File: src/hw/sar_cfg.svh
// timing, width and reset constants of the converter readout block
`ifndef SAR_CFG_SVH
`define SAR_CFG_SVH

`define SAR_CLK_MHZ          200
`define SAR_SAMPLE_W         14
`define SAR_WORD_W           24
`define SAR_ACC_MAX          1024
`define SAR_RECAL_PULSES     1024
`define SAR_CONV_PHASE_NS    700
`define SAR_CONV_PHASE_CYC   ((`SAR_CONV_PHASE_NS * `SAR_CLK_MHZ + 999) / 1000)
`define SAR_CAL_TIME_MS      500
`define SAR_CAL_CYC          (`SAR_CAL_TIME_MS * `SAR_CLK_MHZ * 1000)
`define SAR_SDO_RST          1'b0
`define SAR_SDO_OE_N_RST     1'b1

`endif

File: src/hw/sar_pkg.sv
// types shared by the converter readout block
package sar_pkg;

    typedef enum logic [2:0] {
        SAR_ACQ  = 3'b001,
        SAR_CONV = 3'b010,
        SAR_CAL  = 3'b100
    } sar_state_t;

    typedef struct packed {
        logic conv;
        logic sclk;
        logic mode;
    } sar_pins_t;

endpackage : sar_pkg

File: src/hw/sar_sync.sv
// two-flop synchroniser for a group of pin levels
`timescale 1ns/10ps
module sar_sync #(
    parameter int W = 1
) (
    // clock and reset
    input  wire logic         core_clk_in,
    input  wire logic         rst_n_in,
    // levels
    input  wire logic [W-1:0] async_in,
    output logic      [W-1:0] sync_out
);

    logic [W-1:0] meta_r;

    always_ff @(posedge core_clk_in or negedge rst_n_in) begin
        if (!rst_n_in) begin
            meta_r   <= '0;
            sync_out <= '0;
        end else begin
            meta_r   <= async_in;
            sync_out <= meta_r;
        end
    end

endmodule : sar_sync

File: src/hw/sar_readout.sv
// serial control and readout of a differential SAR converter
`timescale 1ns/10ps
`include "sar_cfg.svh"

module sar_readout
    import sar_pkg::*;
#(
    parameter int SAMPLE_W = `SAR_SAMPLE_W,
    parameter int WORD_W   = `SAR_WORD_W,
    parameter int ACC_MAX  = `SAR_ACC_MAX,
    parameter int CONV_CYC = `SAR_CONV_PHASE_CYC,
    parameter int CAL_CYC  = `SAR_CAL_CYC
) (
    // clock and reset
    input  wire logic                core_clk_in,
    input  wire logic                rst_n_in,
    // serial link pins
    input  wire logic                conversion_strobe_in,
    input  wire logic                sclk_in,
    input  wire logic                mode_select_in,
    output logic                     serial_data_out,
    output logic                     serial_data_oe_n_out,
    // converter core
    input  wire logic [SAMPLE_W-1:0] sample_code_in,
    output logic                     converting_out,
    output logic                     calibrating_out
);

    // one timer serves both phases, so size it for the longer one
    localparam int TMR_MAX = (CAL_CYC > CONV_CYC) ? CAL_CYC : CONV_CYC;
    localparam int TMR_W   = $clog2(TMR_MAX + 1);

    sar_pins_t             pins_raw;
    sar_pins_t             pins_s;
    sar_pins_t             pins_q_r;
    sar_state_t            state_r;
    logic [TMR_W-1:0]      timer_r;
    logic                  busy_mode_r;
    logic                  fresh_r;
    logic                  sclk_seen_r;
    logic [WORD_W-1:0]     acc_r;
    logic [10:0]           nsamp_r;
    logic [4:0]            width_r;
    logic [WORD_W-1:0]     shreg_r;
    logic [4:0]            fall_cnt_r;
    logic                  word_live_r;
    logic                  busy_pend_r;
    logic [10:0]           recal_cnt_r;
    logic                  conv_rise;
    logic                  sclk_rise;
    logic                  sclk_fall;
    logic                  conv_done;
    logic                  cal_done;
    logic                  driving;
    logic [WORD_W-1:0]     sext;
    logic [WORD_W-1:0]     acc_nxt;
    logic [10:0]           nsamp_nxt;
    logic [4:0]            width_nxt;
    logic                  sdo_nxt;
    logic                  oe_n_nxt;

    // output word length for n accumulated samples
    function automatic logic [4:0] word_width(input logic [10:0] n);
        logic [10:0] m;
        logic [4:0]  w;
        m = n - 11'd1;
        w = 5'(SAMPLE_W);
        for (int i = 0; i < 10; i++) begin
            if ((m >> i) != 11'd0) begin
                w = 5'(SAMPLE_W + 1 + i);
            end
        end
        return w;
    endfunction : word_width

    assign pins_raw.conv = conversion_strobe_in;
    assign pins_raw.sclk = sclk_in;
    assign pins_raw.mode = mode_select_in;

    sar_sync #(
        .W ($bits(sar_pins_t))
    ) u_sync (
        .core_clk_in (core_clk_in),
        .rst_n_in    (rst_n_in),
        .async_in    (pins_raw),
        .sync_out    (pins_s)
    );

    always_ff @(posedge core_clk_in or negedge rst_n_in) begin
        if (!rst_n_in) begin
            pins_q_r <= '0;
        end else begin
            pins_q_r <= pins_s;
        end
    end

    assign conv_rise = pins_s.conv & ~pins_q_r.conv;
    assign sclk_rise = pins_s.sclk & ~pins_q_r.sclk;
    assign sclk_fall = ~pins_s.sclk & pins_q_r.sclk;
    assign conv_done = (state_r == SAR_CONV) && (timer_r == '0);
    assign cal_done  = (state_r == SAR_CAL) && (timer_r == '0);

    // accumulate or restart on conversion end
    always_comb begin
        sext = {{(WORD_W - SAMPLE_W){sample_code_in[SAMPLE_W-1]}},
                sample_code_in};
        if (fresh_r || nsamp_r == 11'(ACC_MAX)) begin
            acc_nxt   = sext;
            nsamp_nxt = 11'd1;
        end else begin
            acc_nxt   = acc_r + sext;
            nsamp_nxt = nsamp_r + 11'd1;
        end
        width_nxt = word_width(nsamp_nxt);
    end

    // phase sequencing
    always_ff @(posedge core_clk_in or negedge rst_n_in) begin
        if (!rst_n_in) begin
            state_r <= SAR_ACQ;
            timer_r <= '0;
        end else begin
            case (state_r)
                SAR_ACQ: begin
                    if (conv_rise) begin
                        state_r <= SAR_CONV;
                        timer_r <= TMR_W'(CONV_CYC - 1);
                    end else if (sclk_rise &&
                                 recal_cnt_r == 11'(`SAR_RECAL_PULSES - 1)) begin
                        state_r <= SAR_CAL;
                        timer_r <= TMR_W'(CAL_CYC - 1);
                    end
                end
                SAR_CONV: begin
                    // strobe ignored here so the line can select others
                    if (conv_done) begin
                        state_r <= SAR_ACQ;
                    end else begin
                        timer_r <= timer_r - 1'b1;
                    end
                end
                SAR_CAL: begin
                    if (cal_done) begin
                        state_r <= SAR_ACQ;
                    end else begin
                        timer_r <= timer_r - 1'b1;
                    end
                end
                default: begin
                    state_r <= SAR_ACQ;
                    timer_r <= '0;
                end
            endcase
        end
    end

    // recalibration request counter, one acquisition phase only
    always_ff @(posedge core_clk_in or negedge rst_n_in) begin
        if (!rst_n_in) begin
            recal_cnt_r <= '0;
        end else if (conv_rise || state_r != SAR_ACQ) begin
            recal_cnt_r <= '0;
        end else if (sclk_rise) begin
            recal_cnt_r <= recal_cnt_r + 11'd1;
        end
    end

    // any clock pulse outside recalibration marks the stored result as read
    always_ff @(posedge core_clk_in or negedge rst_n_in) begin
        if (!rst_n_in) begin
            sclk_seen_r <= 1'b0;
            fresh_r     <= 1'b1;
        end else begin
            if (cal_done) begin
                fresh_r <= 1'b1;
            end else if (state_r == SAR_ACQ && conv_rise) begin
                fresh_r <= sclk_seen_r | sclk_rise;
            end
            if (sclk_rise && state_r != SAR_CAL) begin
                sclk_seen_r <= 1'b1;
            end else if (state_r == SAR_ACQ && conv_rise) begin
                sclk_seen_r <= 1'b0;
            end
        end
    end

    // accumulator and mode latch
    always_ff @(posedge core_clk_in or negedge rst_n_in) begin
        if (!rst_n_in) begin
            acc_r       <= '0;
            nsamp_r     <= '0;
            width_r     <= 5'(SAMPLE_W);
            busy_mode_r <= 1'b0;
        end else begin
            if (state_r == SAR_ACQ && conv_rise) begin
                busy_mode_r <= ~pins_s.mode;
            end
            if (conv_done) begin
                acc_r   <= acc_nxt;
                nsamp_r <= nsamp_nxt;
                width_r <= width_nxt;
            end
        end
    end

    // no-busy words wait for the strobe to fall; busy words go at once
    assign driving = (state_r == SAR_ACQ) && word_live_r &&
                     (busy_mode_r || !pins_s.conv);

    // shift register: one bit per serial clock falling edge
    always_ff @(posedge core_clk_in or negedge rst_n_in) begin
        if (!rst_n_in) begin
            shreg_r     <= '0;
            fall_cnt_r  <= '0;
            word_live_r <= 1'b0;
            busy_pend_r <= 1'b0;
        end else if (conv_done) begin
            shreg_r     <= acc_nxt << (5'(WORD_W) - width_nxt);
            fall_cnt_r  <= '0;
            word_live_r <= 1'b1;
            busy_pend_r <= busy_mode_r;
        end else if (conv_rise || state_r != SAR_ACQ) begin
            word_live_r <= 1'b0;
            busy_pend_r <= 1'b0;
        end else if (driving && sclk_fall) begin
            if (busy_pend_r) begin
                busy_pend_r <= 1'b0;
            end else begin
                shreg_r    <= shreg_r << 1;
                fall_cnt_r <= fall_cnt_r + 5'd1;
                if (fall_cnt_r + 5'd1 == width_r) begin
                    word_live_r <= 1'b0;
                end
            end
        end
    end

    always_comb begin
        sdo_nxt  = `SAR_SDO_RST;
        oe_n_nxt = `SAR_SDO_OE_N_RST;
        if (state_r == SAR_CAL) begin
            oe_n_nxt = 1'b0;
        end else if (driving && !(conv_rise || conv_done)) begin
            oe_n_nxt = 1'b0;
            sdo_nxt  = busy_pend_r ? 1'b0 : shreg_r[WORD_W-1];
        end
    end

    // pin driven from flops so it holds across both clock edges
    always_ff @(posedge core_clk_in or negedge rst_n_in) begin
        if (!rst_n_in) begin
            serial_data_out      <= `SAR_SDO_RST;
            serial_data_oe_n_out <= `SAR_SDO_OE_N_RST;
        end else begin
            serial_data_out      <= sdo_nxt;
            serial_data_oe_n_out <= oe_n_nxt;
        end
    end

    assign converting_out  = state_r[1];
    assign calibrating_out = state_r[2];

endmodule : sar_readout

File: config.mk
export PLATFORM = sky130hd
export DESIGN_NAME = sar_readout
export DESIGN_NICKNAME = d
export VERILOG_FILES = /design/src/hw/sar_pkg.sv /design/src/hw/sar_sync.sv /design/src/hw/sar_readout.sv
export VERILOG_INCLUDE_DIRS = /design/src /design/src/hw
export SDC_FILE = /design/constraint.sdc
export NUM_CORES = 1
export LEC_CHECK = 0
export ABC_AREA = 1
export BUFFER_PORTS_ARGS = -buffer_cell sky130_fd_sc_hd__buf_4
export CAP_MARGIN = 0
export CORE_UTILIZATION = 26
export CTS_CLUSTER_DIAMETER = 50
export DETAILED_ROUTE_END_ITERATION = 7
export SYNTH_ARGS = -nofsm -noshare
export SYNTH_HDL_FRONTEND = slang
export SYNTH_SLANG_ARGS = --single-unit
File: constraint.sdc
create_clock -name core_clk_in -period 5.4 [get_ports core_clk_in]
set_input_delay 0.27 -clock core_clk_in [delete_from_list [all_inputs] [get_ports core_clk_in]]
set_output_delay 0.27 -clock core_clk_in [all_outputs]
set_load 0.02 [all_outputs]
==> out/qor.yml, run 1 <==
cts_buffers: 17
worst_slack_ns: 0.667
cts_tree: "built"
cap_violations: 0
chipHeight_um: 187
grt_pass1_wl_um: 39600
clk_pin_slew_ns: 0.06
grt_max_degree: 72
synth_nets: 1318
min_period_ns: 4.73
htree_levels: 4
synth_top_family_by_area: "simple AND/OR/NAND/NOR gates"
grt_pass1_vias: 8164
yosysSeqAreaShare: 0.353
clk_latency_ns: 0.43
syn_area_per_cell_um2: 7.02
hold_class: "in2reg"
relSlewSlack: 0.358
place_hpwl_um: 16500
grt_use_total: 0.137
peakVddDrop_mv: 0.261
initial_core_util: 0.264
synth_ff_type: "dfrtp_1"
muxShareOfSynthArea: 0.00113
synth.most_common_cell: "nand2_1"
synth-simple-area-share: 0.308
synth_cells: 1267
place_congestion: 0.870
holdCritStartpoint: "sample_code_in[6]"
synth-xor-area-share: 0.0393
synth_edf_count: 0
first_pass_iters: 5
dp_slack_ns: 0.580
std_cell_rows: 67
synth_area_mm2: 0.00889
critPathKind: "reg2reg"
reg2reg_from: "nsamp_r[0]$_DFFE_PN0P_"
setup_viol: 0
required_ns: 5.70
end_kind: "flip-flop"
synth-seq-cells: 125
gr-total-overflow: 0
dr.first_iter.drc_count: 647
dr_total_vias: 8351
synthAdderAreaFrac: 0.0459
startpoint_type: "flip-flop"
r2r-end: "shreg_r[12]$_DFFE_PN0P_"
root_buffer: "clkbuf_16"
reg2reg_slack_ns: 0.67
detail-route-antenna-nets: 0
io_pins: 23
fp.dieW_um: 187
port_buffers: 22
tightest_slew_ns: 0.963
grt_antenna_before_repair: 0
min_path_cells: 5
finalCritPeriodShare: 0.876
synth_compound_area_frac: 0.164
p_leak_nw: 4.66
die_area_mm2: 0.0349
n_antenna_cell: 0
fmax_mhz: 211
synthTopCellsByCount: "276 x nand2_1, 151 x nand3_1, 148 x o21ai_0"
avgRoutedWirePerCell_um: 13.1
layout-drive-gt1-share: 0.0908
min_to: "acc_r[6]$_DFFE_PN0P_"
vias_per_cell: 4.81
yosysUniqueCellTypes: 54
fin_setup_tns_ns: 0
status: "complete, no violations"
drt_wl_total_um: 22700
synth-warning-count: 0
yosysTopAreaCellShare: 0.335
rsz0062_at_grt: "false"
synth_top_area_cell: "dfrtp_1"
fin_nets: 1326
worstPathArrival_ns: 5.04
drv_slew: 0
reg2reg_depth: 21
core-area_mm2: 0.0336
remaining_drc_errors: 0
clkSinkCount: 125
area_growth_syn_to_layout_pct: 14.0
fin_worst_skew_ns: 0.0124
pwr_density_cell_mw_per_mm2: 411
hold_viol: 0
cts_buffer_depth: 2
synth_area_leaders: "dfrtp_1 34%, nand2_1 12%, nand3_1 8.5%"
cp_max_fo: 20
async_reset_ff_frac: 1.00
[timing repair]
| item | 4_1_cts | 5_1_grt |
|---|---|---|
| resized for setup | 0 | 2 |
| setup buffers | 0 | 0 |
| endpoints found under the hold margin | 54 | 0 |
| endpoints found under the setup margin | 0 | 1 |
| hold buffers | 4 | 0 |
[cell type report]
type,instances,area (µm²)
Clock inverter,12,184
Fill cell,3607,23500
Inverter,147,554
Clock buffer,20,467
Sequential cell,125,3140
Timing Repair Buffer,34,269
Multi-Input combinational cell,950,4960
Tap cell,448,561
[critical path, cell delays in order, from the launching register on]
cell and delay (ns):
dfrtp_1 0.40, inv_1 0.10, ha_1 0.21, nand2_1 0.10
nor3_4 0.05, nand2_2 0.15, nand2_2 0.28, nor2_2 0.29
ha_1 0.25, nand3_1 0.15, nor3_1 0.22, nand2_1 0.12
xnor2_2 0.16, nor2_4 0.30, o21ai_0 0.23, ha_1 0.33
nor2_4 0.19, clkinv_1 0.27, nand2_1 0.24, inv_1 0.23
o211ai_1 0.21, a21oi_1 0.10
[power by group]
group / internal (mW) / switching (mW)
clock network: 0.812 / 0.456
logic: 0.529 / 1.20
registers: 1.07 / 0.101
total: 2.41 / 1.75
[cell usage in the layout, fill, tap and decap left out, types with 2 or more instances in the layout]
cell type      netlist  routed
a21boi_0             2       2
a21oi_1             77      77
a21oi_2              2       2
a22oi_1              2       2
a31oi_1              9       9
and3_1               2       2
buf_4                1      29
bufinv_16            0       4
clkbuf_16            0      17
clkbuf_8             0       3
clkinv_1             3       3
clkinv_4             0       4
clkinvlp_4           0       2
dfrtp_1            119     119
dfstp_2              6       6
dlygate4sd3_1        0       4
ha_1                31      31
inv_1              136     136
inv_2                8       7
nand2_1            276     276
nand2_2              6       6
nand2_4              3       3
nand3_1            151     151
nand3_2              8       8
nand4_1             16      16
nor2_1              96      96
nor2_2               8       8
nor2_4               4       4
nor3_1              23      23
nor4_1               7       7
o211ai_1             6       6
o21a_1               2       2
o21ai_0            148     148
o21ai_1             10      10
o21bai_1             2       2
or2_2                3       3
xnor2_1             10      10
xor2_1              28      28
[logic make-up after synthesis]
kind of cell	count (synthesis)
AO/OA/AOI/OAI	271
XOR/XNOR	39
adder cells (fa/ha/maj)	32
buffers and inverters	192
flip-flops	125
multiplexers	1
AND/OR/NAND/NOR	607
[how the worst max path moves through the flow]
stage | to | cells after the start | from
6_report | shreg_r[12]$_DFFE_PN0P_ | 21 | nsamp_r[0]$_DFFE_PN0P_
5_1_grt | shreg_r[18]$_DFFE_PN0P_ | 27 | nsamp_r[0]$_DFFE_PN0P_
4_1_cts | shreg_r[16]$_DFFE_PN0P_ | 25 | nsamp_r[0]$_DFFE_PN0P_
3_5_place_dp | shreg_r[16]$_DFFE_PN0P_ | 25 | nsamp_r[0]$_DFFE_PN0P_
3_3_place_gp | shreg_r[16]$_DFFE_PN0P_ | 25 | nsamp_r[0]$_DFFE_PN0P_
2_1_floorplan | shreg_r[21]$_DFFE_PN0P_ | 29 | nsamp_r[0]$_DFFE_PN0P_
[stage by stage]
step,util,hold slack (ns),std cells,area [µm²],power [mW]
after global routing,0.301,0.315,1736,10100,4.50
after floorplan,-,-0.0256,1267,8890,2.50
after global placement,0.281,0.277,1700,9440,2.88
final,0.301,0.277,1736,10100,4.16
after detailed placement,0.281,0.276,1700,9440,2.89
after CTS,0.301,0.260,1736,10100,4.19
[registers in the layout, indices dropped and copies added (netlist names), 5 cells and up]
| register | flops |
|---|---|
| acc_r | 24 |
| fall_cnt_r | 5 |
| nsamp_r | 11 |
| recal_cnt_r | 11 |
| shreg_r | 24 |
| timer_r | 27 |
| width_r | 5 |
[metal layers]
layer | vias to the layer above | part of all wire | GRT usage
met2 | 193 | 0.44 | 0.214
li1 | 4231 | - | -
met4 | 0 | 0.024 | 0.0542
met1 | 3884 | 0.50 | 0.188
met3 | 43 | 0.040 | 0.0255
met5 | - | 0 | 0
Power figures use the tool's default switching activity.
==> inputs of run 2 (changes only) <==
- GPL_TIMING_DRIVEN: unset -> 0
- PLACE_DENSITY: unset -> 0.49
==> out/qor.yml, run 2 (synthesis gave the netlist of run 1 again) <==
required_ns: 5.76
place_congestion: 0.851
io_pins: 23
p_total_mw: 4.27
rsz0062_at_grt: "false"
n_antenna_cell: 0
finalCritPeriodShare: 0.899
remaining_drc_errors: 0
reg2reg_depth: 26
tightest_slew_ns: 0.787
p_leak_nw: 4.77
instances_no_fill: 1778
multiInputGateArea_mm2: 0.00497
reg.largest.list: "timer_r (27), acc_r (24), shreg_r (24)"
holdCritStartpoint: "sample_code_in[2]"
status: "complete, no violations"
max_flop_register: "timer_r"
drt_wl_total_um: 25400
setup_viol: 0
avgRoutedWirePerCell_um: 14.3
clk_latency_ns: 0.44
drv_slew: 0
hold_class: "in2reg"
cts_buffers: 17
final_common_cell: "nand2_1"
initial_core_util: 0.264
critPathKind: "reg2reg"
root_buffer: "clkbuf_16"
dr_total_vias: 8518
clkSinkCount: 125
cap_violations: 0
grt_use_total: 0.152
pwr_density_cell_mw_per_mm2: 413
end_kind: "flip-flop"
gr-total-overflow: 0
most-common-layout-cells: "276 x nand2_1, 151 x nand3_1, 148 x o21ai_0"
detail-route-antenna-nets: 0
reg2reg_slack_ns: 0.55
final_core_util: 0.308
seq_area_mm2: 0.00314
vias_per_cell: 4.79
reg2reg_from: "nsamp_r[0]$_DFFE_PN0P_"
grt_max_degree: 95
hold_ws_ns: 0.260
fin_worst_skew_ns: 0.0128
fin_nets: 1368
largest_reg_flops: 27
chipHeight_um: 187
r2r-end: "shreg_r[21]$_DFFE_PN0P_"
core-area_mm2: 0.0336
htree_levels: 4
grt_pass1_vias: 8500
startpoint_type: "flip-flop"
hold_viol: 0
first_pass_iters: 5
min_to: "acc_r[2]$_DFFE_PN0P_"
fmax_mhz: 206
cts_tree: "built"
die_area_mm2: 0.0349
cp_max_fo: 10
dp_cells: 1738
dr.first_iter.drc_count: 562
relSlewSlack: 0.475
layout-drive-gt1-share: 0.102
area_growth_syn_to_layout_pct: 16.3
worstPathArrival_ns: 5.21
grt_pass1_wl_um: 43100
min_period_ns: 4.85
port_buffers: 22
fp.dieW_um: 187
clk_pin_slew_ns: 0.06
std_cell_rows: 67
place_hpwl_um: 19100
fillers: 3672
peakVddDrop_mv: 0.240
cts_buffer_depth: 2
grt_antenna_before_repair: 0
min_path_cells: 3
run 2: worst max-delay path, cell delays in order, from the launching register on:
cell and delay (ns):
dfrtp_1 0.40, inv_1 0.11, ha_1 0.20, nand2_1 0.09
nor3_4 0.06, a21oi_4 0.32, clkbuf_2 0.34, nand2_1 0.15
ha_1 0.25, nand3_1 0.17, nor2_2 0.06, nand3_1 0.08
xor2_1 0.23, nor2_2 0.08, nand2_2 0.12, nand2_4 0.11
nand2_4 0.13, buf_2 0.24, ha_1 0.41, inv_2 0.16
buf_2 0.24, nand3_1 0.12, nand3_1 0.16, nand3_1 0.14
a21oi_1 0.15, nand2_1 0.09, a21oi_1 0.12
run 2: layer usage:
layer	part of all wire	vias up	global-route usage
li1	-	4330	-
met4	0.014	0	0.0451
met1	0.52	4016	0.220
met5	0	-	0
met3	0.032	26	0.0235
met2	0.44	146	0.232
run 2: area by class of cell:
class,count,area share
sequential,125,0.303
multi-input combinational,950,0.481
buffer,44,0.0231
inverter,147,0.0534
timing repair buffer,32,0.0265
clock buffer,19,0.0428
tap,448,0.0542
clock inverter,13,0.0159
run 2: where the power goes:
| part | leakage, nW | internal [mW] | switching, mW |
|---|---|---|---|
| Clock | 0.294 | 0.741 | 0.468 |
| Combinational | 3.05 | 0.593 | 1.30 |
| Sequential | 1.43 | 1.06 | 0.105 |
run 2: repair_timing:
item                       4_1_cts  5_1_grt
setup endpoints to repair       16       21
hold buffers                     4        0
resized for setup                1        6
hold endpoints to repair        34        0
pin swaps                        0        1
setup buffers                    0        5
run 2: how the worst max path moves through the flow:
stage | slack, ns | to | start | cells after the start
4_1_cts | 0.02 | shreg_r[21]$_DFFE_PN0P_ | nsamp_r[0]$_DFFE_PN0P_ | 26
3_5_place_dp | -0.19 | shreg_r[21]$_DFFE_PN0P_ | nsamp_r[0]$_DFFE_PN0P_ | 26
2_1_floorplan | 1.17 | shreg_r[21]$_DFFE_PN0P_ | nsamp_r[0]$_DFFE_PN0P_ | 29
5_1_grt | 0.04 | shreg_r[21]$_DFFE_PN0P_ | nsamp_r[0]$_DFFE_PN0P_ | 24
6_report | 0.55 | shreg_r[21]$_DFFE_PN0P_ | nsamp_r[0]$_DFFE_PN0P_ | 26
3_3_place_gp | -0.19 | shreg_r[21]$_DFFE_PN0P_ | nsamp_r[0]$_DFFE_PN0P_ | 26
run 2: through the flow:
step | setup WS [ns] | TNS (ns) | area (µm²)
2_1_floorplan | 1.17 | 0 | 8890
3_3_place_gp | -0.187 | -1.48 | 9610
3_5_place_dp | -0.189 | -1.20 | 9650
4_1_cts | 0.0187 | 0 | 10300
5_1_grt | 0.0358 | 0 | 10300
6_report | 0.547 | 0 | 10300
